### config.mk
export PLATFORM = sky130hd
export DESIGN_NAME = rcr_regs
export DESIGN_NICKNAME = d
export VERILOG_FILES = /design/src/rcr_pkg.sv /design/src/rcr_regs.sv
export SDC_FILE = /design/constraint.sdc
export NUM_CORES = 1
export LEC_CHECK = 0
export BUFFER_PORTS_ARGS = -buffer_cell sky130_fd_sc_hd__buf_2
export CAP_MARGIN = 20
export CORE_MARGIN = 3
export CORE_UTILIZATION = 58
export CTS_CLUSTER_SIZE = 10
export DETAILED_ROUTE_END_ITERATION = 6
export PLACE_DENSITY = 0.85
export SLEW_MARGIN = 15
export SYNTH_ARGS = -nofsm -noshare
export SYNTH_HDL_FRONTEND = slang
export SYNTH_SLANG_ARGS = --single-unit
### constraint.sdc
create_clock -name pclk -period 6.5 [get_ports pclk]
set_input_delay 0.325 -clock pclk [delete_from_list [all_inputs] [get_ports pclk]]
set_output_delay 0.325 -clock pclk [all_outputs]
set_load 0.03 [all_outputs]
### src/rcr_pkg.sv
// rms configuration and output trigger register bank: shared constants and types
// assumes a 32-bit apb slave with one aligned word per register index
package rcr_pkg;

  // ====================
  // register indices (byte address is four times the index)
  // ====================
  localparam logic [7:0] IDX_CH7_HIGH   = 8'hAF; // last channel 7 result, msb byte
  localparam logic [7:0] IDX_RMS_CONFIG    = 8'hC0; // rms configuration
  localparam logic [7:0] IDX_RMS_LOW    = 8'hC1; // rms result low byte
  localparam logic [7:0] IDX_RMS_HIGH   = 8'hC2; // rms result high byte
  localparam logic [7:0] IDX_OUT0_MASK  = 8'hC3; // general output 0 trigger mask
  localparam logic [7:0] IDX_OUT1_MASK  = 8'hC5; // general output 1 trigger mask
  localparam logic [7:0] IDX_OUT2_MASK  = 8'hC7; // general output 2 trigger mask
  localparam logic [7:0] IDX_OUT3_MASK  = 8'hC9; // general output 3 trigger mask
  localparam logic [7:0] IDX_IRQ_STATUS = 8'hE0; // sticky event status, read clears
  localparam logic [7:0] IDX_IRQ_MASK   = 8'hE1; // interrupt enable mask

  // ====================
  // reset values
  // ====================
  localparam logic [7:0]  RST_RMS_CONFIG   = 8'h00;
  localparam logic [15:0] RST_RMS_VALUE = 16'h0000;
  localparam logic [7:0]  RST_OUT0_MASK = 8'h02;
  localparam logic [7:0]  RST_OUT1_MASK = 8'h01;
  localparam logic [7:0]  RST_OUT2_MASK = 8'h08;
  localparam logic [7:0]  RST_OUT3_MASK = 8'h04;
  localparam logic [7:0]  RST_CH7_HIGH  = 8'h00;
  localparam logic [7:0]  RST_IRQ_MASK  = 8'h00;
  localparam logic [7:0]  RST_IRQ_STAT  = 8'h00;

  // ====================
  // field positions
  // ====================
  localparam int unsigned CFG_CHAN_LSB = 4;  // channel select, bits 7..4
  localparam int unsigned CFG_DC_BIT   = 2;  // dc removal enable
  localparam int unsigned CFG_SAMP_LSB = 0;  // window sample count, bits 1..0
  localparam int unsigned ST_RMS_DONE  = 0;  // status: rms window completed
  localparam int unsigned ST_CH7_NEW   = 1;  // status: new channel 7 result
  localparam int unsigned ST_OUT_LSB   = 2;  // status: output 0..3 triggered
  localparam int unsigned CONV_MSB_LSB = 4;  // msb-aligned byte of 12-bit result

  // ====================
  // window lengths in samples, and misc
  // ====================
  localparam logic [16:0] WIN_LEN_0 = 17'h00400; // 1024
  localparam logic [16:0] WIN_LEN_1 = 17'h01000; // 4096
  localparam logic [16:0] WIN_LEN_2 = 17'h04000; // 16384
  localparam logic [16:0] WIN_LEN_3 = 17'h10000; // 65536
  localparam logic [3:0]  CH7_ID    = 4'h7;
  localparam int unsigned NUM_OUT   = 4;

  // ====================
  // types
  // ====================
  typedef struct packed {
    logic [3:0] rms_channel_select;  // channel fed to the rms engine
    logic       rsvd;                // always zero
    logic       dc_removal_enable;   // subtract dc from the result
    logic [1:0] window_sample_count; // window length code
  } rcr_cfg_s;

  typedef struct packed {
    logic        valid;  // one-cycle strobe
    logic [3:0]  chan;   // channel of this conversion
    logic [11:0] data;   // conversion result
  } rcr_conv_s;

  // window length in samples from the two-bit code
  function automatic logic [16:0] rcr_win_len(input logic [1:0] code);
    logic [16:0] len;
    len = WIN_LEN_0;
    unique case (code)
      2'b00: len = WIN_LEN_0;
      2'b01: len = WIN_LEN_1;
      2'b10: len = WIN_LEN_2;
      2'b11: len = WIN_LEN_3;
    endcase
    return len;
  endfunction : rcr_win_len

endpackage : rcr_pkg

### src/rcr_regs.sv
// rms configuration, rms result and general output trigger mask registers
// assumes apb master on pclk; conversion stream, rms engine and alerts are
// synchronous to pclk and need no synchroniser
//
// Functional notes
// - bits 7..4 select rms input channel
// - bit 2 enables dc removal
// - bits 1..0 pick 1024/4096/16384/65536 samples
// - bit 3 reserved, reads zero
// - 0xC1 reads rms result low byte
// - 0xC2 reads rms result high byte
// - one mask bit per channel pin
// - clear bit blocks that channel's alerts
// - set bit lets alerts trigger output
// - config at 0xC0, resets to zero
// - output 0 mask 0xC3, reset 0x2
// - output 1 mask 0xC5, reset 0x1
// - output 2 mask 0xC7, reset 0x8
// - output 3 mask 0xC9, reset 0x4
// - channel 7 msb-aligned result byte, resets zero
// - channel 7 byte at 0xAF
//
// Chosen here: the APB slave port.
`timescale 1ns/10ps

module rcr_regs (
  input  wire logic              pclk,             // 125 MHz bus clock
  input  wire logic              presetn,          // async reset, active low
  input  wire logic              psel,             // apb select
  input  wire logic              penable,          // apb access phase
  input  wire logic              pwrite,           // apb direction
  input  wire logic [11:0]       paddr,            // apb byte address
  input  wire logic [31:0]       pwdata,           // apb write data
  input  wire logic [3:0]        pstrb,            // apb byte strobes
  output logic      [31:0]       prdata,           // apb read data
  output logic                   pready,           // apb ready
  output logic                   pslverr,          // apb error, unmapped
  input  rcr_pkg::rcr_conv_s     conv_in,          // conversion stream
  input  wire logic [15:0]       rms_engine_value, // running rms estimate
  input  wire logic [7:0]        alert_flags,      // per-channel alert flags
  output rcr_pkg::rcr_cfg_s      rms_config,          // config to rms engine
  output logic                   rms_window_done,  // pulse per window
  output logic [3:0]             out_update,       // general output triggers
  output logic                   irq               // level interrupt
);

  // ====================
  // state
  // ====================
  rcr_pkg::rcr_cfg_s cfg_r;              // rms configuration
  logic [15:0]       rms_value_r;        // latched rms result
  logic [7:0]        mask_r [4];         // trigger masks, outputs 0..3
  logic [7:0]        ch7_high_r;         // channel 7 msb byte
  logic [7:0]        irq_stat_r;         // sticky events
  logic [7:0]        irq_mask_r;         // interrupt enables
  logic [16:0]       win_cnt_r;          // samples in current window
  logic [3:0]        trig_prev_r;        // trigger level last cycle
  logic [31:0]       prdata_r;           // read data
  logic              pready_r;           // ready
  logic              pslverr_r;          // error
  logic              done_r;             // window done pulse
  logic [3:0]        out_update_r;       // trigger pulses
  logic              irq_r;              // interrupt level

  // ====================
  // bus decode
  // ====================
  logic       setup;       // first cycle of a transfer
  logic       acc_done;    // access completes this edge
  logic       wr_en;       // low byte write completes
  logic       rd_done;     // read completes
  logic [7:0] idx;         // register index
  logic       in_range;    // address bits outside index are legal

  assign setup    = psel & ~penable;
  assign acc_done = psel & penable & pready_r;
  assign wr_en    = acc_done & pwrite & pstrb[0];
  assign rd_done  = acc_done & ~pwrite;
  assign idx      = paddr[9:2];
  assign in_range = (paddr[11:10] == 2'b00) && (paddr[1:0] == 2'b00);

  // index is one of the mapped registers
  function automatic logic rcr_hit(input logic [7:0] i);
    logic h;
    h = (i == rcr_pkg::IDX_CH7_HIGH)  ||
        (i == rcr_pkg::IDX_RMS_CONFIG)   ||
        (i == rcr_pkg::IDX_RMS_LOW)   ||
        (i == rcr_pkg::IDX_RMS_HIGH)  ||
        (i == rcr_pkg::IDX_OUT0_MASK) ||
        (i == rcr_pkg::IDX_OUT1_MASK) ||
        (i == rcr_pkg::IDX_OUT2_MASK) ||
        (i == rcr_pkg::IDX_OUT3_MASK) ||
        (i == rcr_pkg::IDX_IRQ_STATUS) ||
        (i == rcr_pkg::IDX_IRQ_MASK);
    return h;
  endfunction : rcr_hit

  // read multiplexer; reserved bit is forced low in the config read
  logic [7:0] rd_byte;
  always_comb begin
    rd_byte = 8'h00;
    unique case (idx)
      rcr_pkg::IDX_RMS_CONFIG: begin
        rd_byte = {cfg_r.rms_channel_select, 1'b0,
                   cfg_r.dc_removal_enable, cfg_r.window_sample_count};
      end
      rcr_pkg::IDX_RMS_LOW:    rd_byte = rms_value_r[7:0];
      rcr_pkg::IDX_RMS_HIGH:   rd_byte = rms_value_r[15:8];
      rcr_pkg::IDX_OUT0_MASK:  rd_byte = mask_r[0];
      rcr_pkg::IDX_OUT1_MASK:  rd_byte = mask_r[1];
      rcr_pkg::IDX_OUT2_MASK:  rd_byte = mask_r[2];
      rcr_pkg::IDX_OUT3_MASK:  rd_byte = mask_r[3];
      rcr_pkg::IDX_CH7_HIGH:   rd_byte = ch7_high_r;
      rcr_pkg::IDX_IRQ_STATUS: rd_byte = irq_stat_r;
      rcr_pkg::IDX_IRQ_MASK:   rd_byte = irq_mask_r;
      default:                 rd_byte = 8'h00;              // unmapped
    endcase
  end

  // ====================
  // apb answer: zero wait states, all outputs registered
  // ====================
  // ready rises in the first access cycle; read data is captured at setup
  // so it cannot shift while the master samples it
  always_ff @(posedge pclk or negedge presetn) begin
    if (!presetn) begin
      pready_r  <= 1'b0;
      pslverr_r <= 1'b0;
      prdata_r  <= 32'h0000_0000;
    end else begin
      pready_r  <= setup;
      pslverr_r <= setup & ~(in_range & rcr_hit(idx));
      if (setup && in_range) begin
        prdata_r <= {24'h00_0000, rd_byte};
      end else if (setup) begin
        prdata_r <= 32'h0000_0000;  // unmapped reads zero
      end
    end
  end

  // ====================
  // rms configuration register
  // ====================
  // a write also restarts the window count, see the counter below
  logic cfg_wr;
  assign cfg_wr = wr_en && in_range && (idx == rcr_pkg::IDX_RMS_CONFIG);

  always_ff @(posedge pclk or negedge presetn) begin
    if (!presetn) begin
      cfg_r <= rcr_pkg::RST_RMS_CONFIG;
    end else if (cfg_wr) begin
      cfg_r.rms_channel_select  <= pwdata[rcr_pkg::CFG_CHAN_LSB +: 4];
      cfg_r.rsvd                <= 1'b0;
      cfg_r.dc_removal_enable   <= pwdata[rcr_pkg::CFG_DC_BIT];
      cfg_r.window_sample_count <= pwdata[rcr_pkg::CFG_SAMP_LSB +: 2];
    end
  end

  // ====================
  // trigger mask registers
  // ====================
  // mask indices are spaced by two; the gaps are unmapped
  function automatic logic [7:0] rcr_mask_idx(input int unsigned n);
    logic [7:0] r;
    r = rcr_pkg::IDX_OUT0_MASK;
    unique case (n)
      0: r = rcr_pkg::IDX_OUT0_MASK;
      1: r = rcr_pkg::IDX_OUT1_MASK;
      2: r = rcr_pkg::IDX_OUT2_MASK;
      3: r = rcr_pkg::IDX_OUT3_MASK;
      default: r = rcr_pkg::IDX_OUT0_MASK;
    endcase
    return r;
  endfunction : rcr_mask_idx

  // per-output reset values differ, so each is chosen by number
  function automatic logic [7:0] rcr_mask_rst(input int unsigned n);
    logic [7:0] r;
    r = rcr_pkg::RST_OUT0_MASK;
    unique case (n)
      0: r = rcr_pkg::RST_OUT0_MASK;
      1: r = rcr_pkg::RST_OUT1_MASK;
      2: r = rcr_pkg::RST_OUT2_MASK;
      3: r = rcr_pkg::RST_OUT3_MASK;
      default: r = rcr_pkg::RST_OUT0_MASK;
    endcase
    return r;
  endfunction : rcr_mask_rst

  for (genvar g = 0; g < rcr_pkg::NUM_OUT; g++) begin : g_mask
    // plain read/write byte
    always_ff @(posedge pclk or negedge presetn) begin
      if (!presetn) begin
        mask_r[g] <= rcr_mask_rst(g);
      end else if (wr_en && in_range && (idx == rcr_mask_idx(g))) begin
        mask_r[g] <= pwdata[7:0];
      end
    end
  end

  // ====================
  // event-based output triggers
  // ====================
  // an output triggers when any alert of an enabled channel is high;
  // only the rising edge of that condition is reported, so a flag held
  // high does not retrigger every cycle
  logic [3:0] trig_now;
  always_comb begin
    for (int i = 0; i < rcr_pkg::NUM_OUT; i++) begin
      trig_now[i] = |(alert_flags & mask_r[i]);
    end
  end

  always_ff @(posedge pclk or negedge presetn) begin
    if (!presetn) begin
      trig_prev_r  <= 4'h0;
      out_update_r <= 4'h0;
    end else begin
      trig_prev_r  <= trig_now;
      out_update_r <= trig_now & ~trig_prev_r;
    end
  end

  // ====================
  // rms window counter and result latch
  // ====================
  // counts conversions of the selected channel; at the last sample of the
  // window the engine's value is latched as one 16-bit word so both bytes
  // always belong to the same window
  logic        sel_hit;    // conversion belongs to the rms channel
  logic        win_last;   // this sample closes the window
  logic [16:0] win_len;    // samples in the window

  assign win_len  = rcr_pkg::rcr_win_len(cfg_r.window_sample_count);
  assign sel_hit  = conv_in.valid && (conv_in.chan == cfg_r.rms_channel_select);
  assign win_last = sel_hit && (win_cnt_r == win_len - 17'd1);

  // restart on a config write so a new channel or length gets a full window
  always_ff @(posedge pclk or negedge presetn) begin
    if (!presetn) begin
      win_cnt_r <= 17'd0;
    end else if (cfg_wr || win_last) begin
      win_cnt_r <= 17'd0;
    end else if (sel_hit) begin
      win_cnt_r <= win_cnt_r + 17'd1;
    end
  end

  // result is never written from the bus
  always_ff @(posedge pclk or negedge presetn) begin
    if (!presetn) begin
      rms_value_r <= rcr_pkg::RST_RMS_VALUE;
      done_r      <= 1'b0;
    end else begin
      done_r <= win_last & ~cfg_wr;
      if (win_last && !cfg_wr) begin
        rms_value_r <= rms_engine_value;
      end
    end
  end

  // ====================
  // channel 7 last result, msb-aligned byte
  // ====================
  logic ch7_hit;
  assign ch7_hit = conv_in.valid && (conv_in.chan == rcr_pkg::CH7_ID);

  // loaded only from the conversion stream; bus writes do not reach it
  always_ff @(posedge pclk or negedge presetn) begin
    if (!presetn) begin
      ch7_high_r <= rcr_pkg::RST_CH7_HIGH;
    end else if (ch7_hit) begin
      ch7_high_r <= conv_in.data[rcr_pkg::CONV_MSB_LSB +: 8];
    end
  end

  // ====================
  // interrupts
  // ====================
  // a status read clears only the bits it returned; anything set after the
  // snapshot survives, and a set in the clearing cycle wins
  logic [7:0] st_set;
  logic [7:0] st_clr;
  logic       stat_rd;

  assign stat_rd = rd_done && in_range && (idx == rcr_pkg::IDX_IRQ_STATUS);
  assign st_clr  = stat_rd ? prdata_r[7:0] : 8'h00;

  always_comb begin
    st_set = 8'h00;
    st_set[rcr_pkg::ST_RMS_DONE] = win_last & ~cfg_wr;
    st_set[rcr_pkg::ST_CH7_NEW]  = ch7_hit;
    st_set[rcr_pkg::ST_OUT_LSB +: 4] = trig_now & ~trig_prev_r;
  end

  always_ff @(posedge pclk or negedge presetn) begin
    if (!presetn) begin
      irq_stat_r <= rcr_pkg::RST_IRQ_STAT;
    end else begin
      irq_stat_r <= (irq_stat_r & ~st_clr) | st_set;
    end
  end

  // mask register, plain read/write
  always_ff @(posedge pclk or negedge presetn) begin
    if (!presetn) begin
      irq_mask_r <= rcr_pkg::RST_IRQ_MASK;
    end else if (wr_en && in_range && (idx == rcr_pkg::IDX_IRQ_MASK)) begin
      irq_mask_r <= pwdata[7:0];
    end
  end

  // level output, one cycle behind the status bits
  always_ff @(posedge pclk or negedge presetn) begin
    if (!presetn) begin
      irq_r <= 1'b0;
    end else begin
      irq_r <= |(irq_stat_r & irq_mask_r);
    end
  end

  // ====================
  // outputs
  // ====================
  assign prdata          = prdata_r;
  assign pready          = pready_r;
  assign pslverr         = pslverr_r;
  assign rms_config         = cfg_r;
  assign rms_window_done = done_r;
  assign out_update      = out_update_r;
  assign irq             = irq_r;

endmodule : rcr_regs

== After elaboration in Yosys (flattened, before gate mapping) ==
Index checks and enable logic that the tools add are counted.

* Add/sub/neg operators: 2
* Equal/unequal tests: 16
* Multiplexer cells: 7
* Bitwise gates (word level): 23
* Reduce and logical (&&, ||, !) cells: 36

{| class="wikitable"
|+ Operator list
! operator !! number
|-
| 8-bit == test (second input constant) || 10
|-
| 8-bit case mux with 10 select lines || 1
|-
| 17-bit case mux with 4 select lines || 1
|-
| 32-bit two-way mux || 2
|-
| 8-bit bitwise AND || 6
|-
| 8-bit OR reduction || 5
|-
| 17-bit two-way mux || 2
|-
| 17-bit by 1-bit adder with 17-bit output (second input constant) || 1
|-
| 17-bit == test || 1
|-
| 17-bit by 1-bit subtractor with 17-bit output (second input constant) || 1
|-
| 1-bit logical AND || 15
|-
| 1-bit logical OR || 10
|-
| 1-bit bitwise AND || 9
|-
| 8-bit two-way mux || 1
|-
| 8-bit inverter || 1
|-
| 8-bit by 6-bit bitwise OR with 8-bit output || 1
|-
| 2-bit zero test || 3
|-
| 4-bit bitwise AND || 1
|-
| 2-bit == test (second input constant) || 2
|-
| 4-bit by 3-bit == test with 1-bit output (second input constant) || 1
|-
| 4-bit == test || 1
|-
| 1-bit inverter || 4
|-
| 4-bit inverter || 1
|-
| 2-bit nonzero test || 2
|-
| 2 further kinds || 2
|}

* Bits in registers: 140
* Word-level logic and storage cells: 103

== Logic depth before layout (Yosys ltp) ==
* Depth after elaboration: 13
* Gate-level depth with buffers: 8
* Depth with buffers taken out: 7

== Worst setup path after synthesis ==
Ideal clock, no wire load.

* Path kind: register to register
* Start: reg cfg_r (netlist bit rms_config[1])
* End: reg rms_value_r[10]
* Library setup time: 0.125 ns
* Arrival time: 2.649 ns
* Path slack: 3.725 ns
* Cell stages (with the launch flop): 9
* Buffers on the path: 1
* Cell sequence: dfrtp_1 > nor2_1 > inv_1 > ha_1 > xnor2_1 > or4_4 > nor4_4 > buf_6 > mux2_4

* Cells in the longest elaborated chain, start to end: 6
* Elaborated cells between the ends (all ways): 9
* Classes of those cells: add/sub (1); eq/ne (4); mux (1); reduce/logical (3)

{| class="wikitable"
|+ RTL lines
! what !! line !! RTL
|-
| start: declaration || rcr_regs.sv:50 || <nowiki>rcr_pkg::rcr_cfg_s cfg_r;</nowiki>
|-
| start signal: assignment || rcr_regs.sv:150 || <nowiki>cfg_r <= rcr_pkg::RST_RMS_CONFIG;</nowiki>
|-
| 2-bit == test (tied with other cells) || rcr_pkg.sv:73 || <nowiki>unique case (code)</nowiki>
|-
| 17-bit case mux with 4 select lines * || rcr_pkg.sv:73 ||
|-
| 17-bit by 1-bit subtractor with 17-bit output * || rcr_regs.sv:236 || <nowiki>assign win_last = sel_hit && (win_cnt_r == win_len - 17'd1);</nowiki>
|-
| 17-bit == test * || rcr_regs.sv:236 ||
|-
| 1-bit logical AND * || rcr_regs.sv:236 ||
|-
| 1-bit logical AND * || rcr_regs.sv:256 || <nowiki>if (win_last && !cfg_wr) begin</nowiki>
|-
| end signal: assignment || rcr_regs.sv:252 || <nowiki>rms_value_r <= rcr_pkg::RST_RMS_VALUE;</nowiki>
|-
| end signal: assignment || rcr_regs.sv:257 || <nowiki>rms_value_r <= rms_engine_value;</nowiki>
|-
| end: declaration || rcr_regs.sv:51 || <nowiki>logic [15:0] rms_value_r;</nowiki>
|}

Mark *: on every way between the ends. The rest lies on a longest branch, timed or not. The select of a mux whose other input is x is not followed.
A chain may end at the register's enable or synchronous reset.

== Worst setup path in the final report ==
* Start: reg cfg_r (netlist bit rms_config[1])
* End: reg rms_value_r[5]

Same word-level chain as after synthesis.

==> metrics <==
result of the run completed; count of buffers added by post-CTS timing repair for setup 0; final antenna-violating net count 0; crit start category flop; TritonCTS clock tree built; CTS buffer count 17; CP max FO 17; H-Tree Depth 4; clock root cell sky130_fd_sc_hd__clkbuf_8; Worst setup endpoint rms_value_r[5]$_DFFE_PN0P_; Iter 0 DRT Violations 440; Slew HR 0.3056; worst reg-to-reg path cell count 8; pwr dens 252.0 nW/um2; count of final max-slew check failures 0; fraction of the mapped netlist area in simple logic gates 0.1594; area share of the leading cell type in the synthesized netlist 0.4712; #FFs+latches synth 116; Die ar. 11510 um2; drt first pass iters 7; total number of vias 4701; WP data arrival 3.21 ns; number of enable flip-flop cells after synthesis 0; total placed cells including tap cells 733; sum of negative setup slack 0 ns; Critical R2R Capture rms_value_r[5]$_DFFE_PN0P_; cells after synthesis 533; detailed-route vias per instance 6.137; layout cells sized above 1 0.3270; most frequent cells in the layout sky130_fd_sc_hd__dfrtp_1 (112), sky130_fd_sc_hd__buf_2 (84), sky130_fd_sc_hd__nand2_1 (63); Ys Warns 0; internal reg-to-reg setup slack 3.69 ns; Max IR drop VDD 218.7 uV; count of endpoints failing setup in the final report 0; cells taking the most area after synthesis sky130_fd_sc_hd__dfrtp_1 (47%), sky130_fd_sc_hd__mux2_2 (12%), sky130_fd_sc_hd__nand2_1 (4.0%); fin nets 716; Tcrit/Tclk final 0.4325; area fraction in compound gates after synthesis 0.1012; Synth Area per Inst 11.16 um2; flip-flop cell with the highest count after synthesis sky130_fd_sc_hd__dfrtp_1; num rows 36; cell taking the most area after synthesis sky130_fd_sc_hd__dfrtp_1; Routability Congestion 0.9230; initial antenna violation count 0; pin slew with the least headroom to its limit 1.033 ns; clk_lat worst skew 0.52 ns; max-cap check violation count 0; non-filler instance count after layout 766; Synth async-reset ratio 1.000; fraction of the mapped netlist area in adder cells 0.004207; via count of the first global-routing pass 4602; largest family of logic cells by synthesized area multiplexers; wire length of the first global-routing pass 24340 um; xor-xnor portion of the synthesized cell area 0.03239; Highest Clock Rate 355.7 MHz; Critical Path Stages 8; cell area after synthesis 5948 um2; post-synthesis cell type count 62; cell type group with the largest total delay on the critical path simple AND/OR/NAND/NOR gates; most common cell after layout, fill and taps aside sky130_fd_sc_hd__dfrtp_1; leakage power 3.325 nW; antenna cell count 0; fraction of synthesized area in multiplexers 0.1637; drt drc 0; hold violation total from the final report 0; data required time at the worst endpoint 6.90 ns; Core Area 9864 um2; chip height 107.3 um; startpoint of the worst-slack reg-to-reg timing path rms_config[1]$_DFFE_PN0P_; number of buffers between clock root and the deepest sink 2; WL per Instance 20.37 um; Cells on Worst Hold Path 2; setup repair after global routing missed its margin false; maximum number of pins on one net before global-route repair 79; path type of the worst min-delay path primary input to flop; number of buffers and inverters on the critical path 2; total wirelength of the detailed-routed design 15600 um; slowest stage cell on the critical path sky130_fd_sc_hd__or4_4; Worst Setup SP rms_config[1]$_DFFE_PN0P_; GR Overflow Total 0; Seq/Total Area, Yosys 0.4889; CTS clock-pin slew for the worst setup and hold paths 0.06 ns; die extent in x 107.3 um; GRT Util Overall 0.2790; total clock sinks 116; Area Overhead vs Synth 16.91%; setup skew after layout 0.008390 ns; critical path cell sequence nor2_1 > inv_1 > ha_1 > xor2_1 > or4_4 > nor4_4 > buf_4 > mux2_2; crit path time final 2.811 ns; largest stage delay on the critical path 0.54 ns; effective utilization at floorplan 0.6030; Critical Path Sink Type flop; critical path class flop to flop; hpwl dp 11020 um; count of pins on the block boundary 142; # port buffers 85
==> worst min-delay path by stage <==
| stage | from | to | slack, ns |
|---|---|---|---|
| finish | rms_engine_value[11] | rms_value_r[11]$_DFFE_PN0P_ | 0.04 |
| global route | rms_engine_value[11] | rms_value_r[11]$_DFFE_PN0P_ | 0.01 |
| CTS | rms_engine_value[11] | rms_value_r[11]$_DFFE_PN0P_ | 0.01 |
| detailed placement | presetn | ch7_high_r[0]$_DFFE_PN0P_ | 0.33 |
| global placement | presetn | ch7_high_r[0]$_DFFE_PN0P_ | 0.31 |
| floorplan | presetn | ch7_high_r[0]$_DFFE_PN0P_ | 0.03 |
==> cells in the mapped netlist, types with 2 or more instances <==
cell type / number
sky130_fd_sc_hd__dfrtp_1: 112
sky130_fd_sc_hd__nand2_1: 63
sky130_fd_sc_hd__mux2_2: 62
sky130_fd_sc_hd__nor2_1: 28
sky130_fd_sc_hd__buf_4: 25
sky130_fd_sc_hd__a22oi_1: 23
sky130_fd_sc_hd__xnor2_1: 18
sky130_fd_sc_hd__clkbuf_1: 14
sky130_fd_sc_hd__mux2i_1: 14
sky130_fd_sc_hd__nand3_1: 14
sky130_fd_sc_hd__nor4_1: 14
sky130_fd_sc_hd__nand4_1: 11
sky130_fd_sc_hd__mux2_4: 9
sky130_fd_sc_hd__a32oi_1: 8
sky130_fd_sc_hd__nor2b_1: 8
sky130_fd_sc_hd__a21oi_1: 7
sky130_fd_sc_hd__nor3_1: 7
sky130_fd_sc_hd__inv_1: 6
sky130_fd_sc_hd__o21ai_0: 6
sky130_fd_sc_hd__a21o_1: 5
sky130_fd_sc_hd__and3_1: 5
sky130_fd_sc_hd__a222oi_1: 4
sky130_fd_sc_hd__dfstp_2: 4
sky130_fd_sc_hd__nand2b_1: 4
sky130_fd_sc_hd__nand3b_1: 4
sky130_fd_sc_hd__xor2_1: 4
sky130_fd_sc_hd__a221oi_1: 3
sky130_fd_sc_hd__a31o_2: 3
sky130_fd_sc_hd__buf_1: 3
sky130_fd_sc_hd__o22ai_1: 3
sky130_fd_sc_hd__o2bb2ai_1: 3
sky130_fd_sc_hd__or3_1: 3
sky130_fd_sc_hd__a21boi_0: 2
sky130_fd_sc_hd__buf_2: 2
sky130_fd_sc_hd__ha_1: 2
sky130_fd_sc_hd__nor4_2: 2
sky130_fd_sc_hd__or3b_2: 2
sky130_fd_sc_hd__or4_1: 2
==> layer usage <==
| layer | vias up | global-route usage | wire, um |
|---|---|---|---|
| met2 | 234 | 0.4549 | 7808 |
| li1 | 2091 | - | - |
| met4 | 0 | 0.09132 | 325 |
| met1 | 2347 | 0.3670 | 6158 |
| met5 | - | 0 | 0 |
| met3 | 29 | 0.06959 | 1310 |
==> cells by family (layout without fill, tap and decap cells) <==
kind of cell / after synthesis / in the layout
xor gates and xnor gates: 22 / 22
AOI/OAI and AO/OA: 78 / 78
buffers and inverters: 51 / 127
adders and majority gates: 2 / 2
muxes: 85 / 85
and+or+nand+nor: 178 / 178
DFF: 116 / 116
other: 1 / 25
==> timing repair <==
item,4_1_cts,5_1_grt
gates resized for setup,0,0
hold endpoints to repair,37,0
hold buffers,1,0
==> state kept, by name (all words and copies together) (netlist names), 4 cells and up <==
register,count
rms_value_r,16
irq_mask_r,8
mask_r,32
rms_config,7
out_update,4
trig_prev_r,4
win_cnt_r,17
prdata,8
ch7_high_r,8
irq_stat_r,8
==> power breakdown <==
part / switching (mW) / internal, mW
logic: 0.0834 / 0.0430
clock network: 0.316 / 0.541
registers: 0.0233 / 0.746
total: 0.423 / 1.33
==> final cells by class <==
class                           instances  area (um2)
Clock buffer                           22       473.0
Clock inverter                         10       80.08
Fill cell                             708        2910
Inverter                                6       22.52
Multi-Input combinational cell        390        2844
Sequential cell                       116        2908
Tap cell                              133       166.4
Timing Repair Buffer                   89       460.4
==> per-stage QoR <==
| stage | area (um2) | worst slack [ns] | util | power [mW] | hold slack [ns] |
|---|---|---|---|---|---|
| 3_3_place_gp | 6382 | 3.648 | 0.6470 | 0.8995 | 0.3118 |
| 3_5_place_dp | 6382 | 3.487 | 0.6470 | 0.9035 | 0.3257 |
| 5_1_grt | 6954 | 3.564 | 0.7050 | 1.804 | 0.01325 |
| 2_1_floorplan | 6038 | 3.725 | - | 0.8579 | 0.02941 |
| 4_1_cts | 6945 | 3.488 | 0.7041 | 1.758 | 0.01414 |
| 6_report | 6954 | 3.689 | 0.7050 | 1.752 | 0.03673 |
No activity file was read; power rests on OpenSTA's default activity.
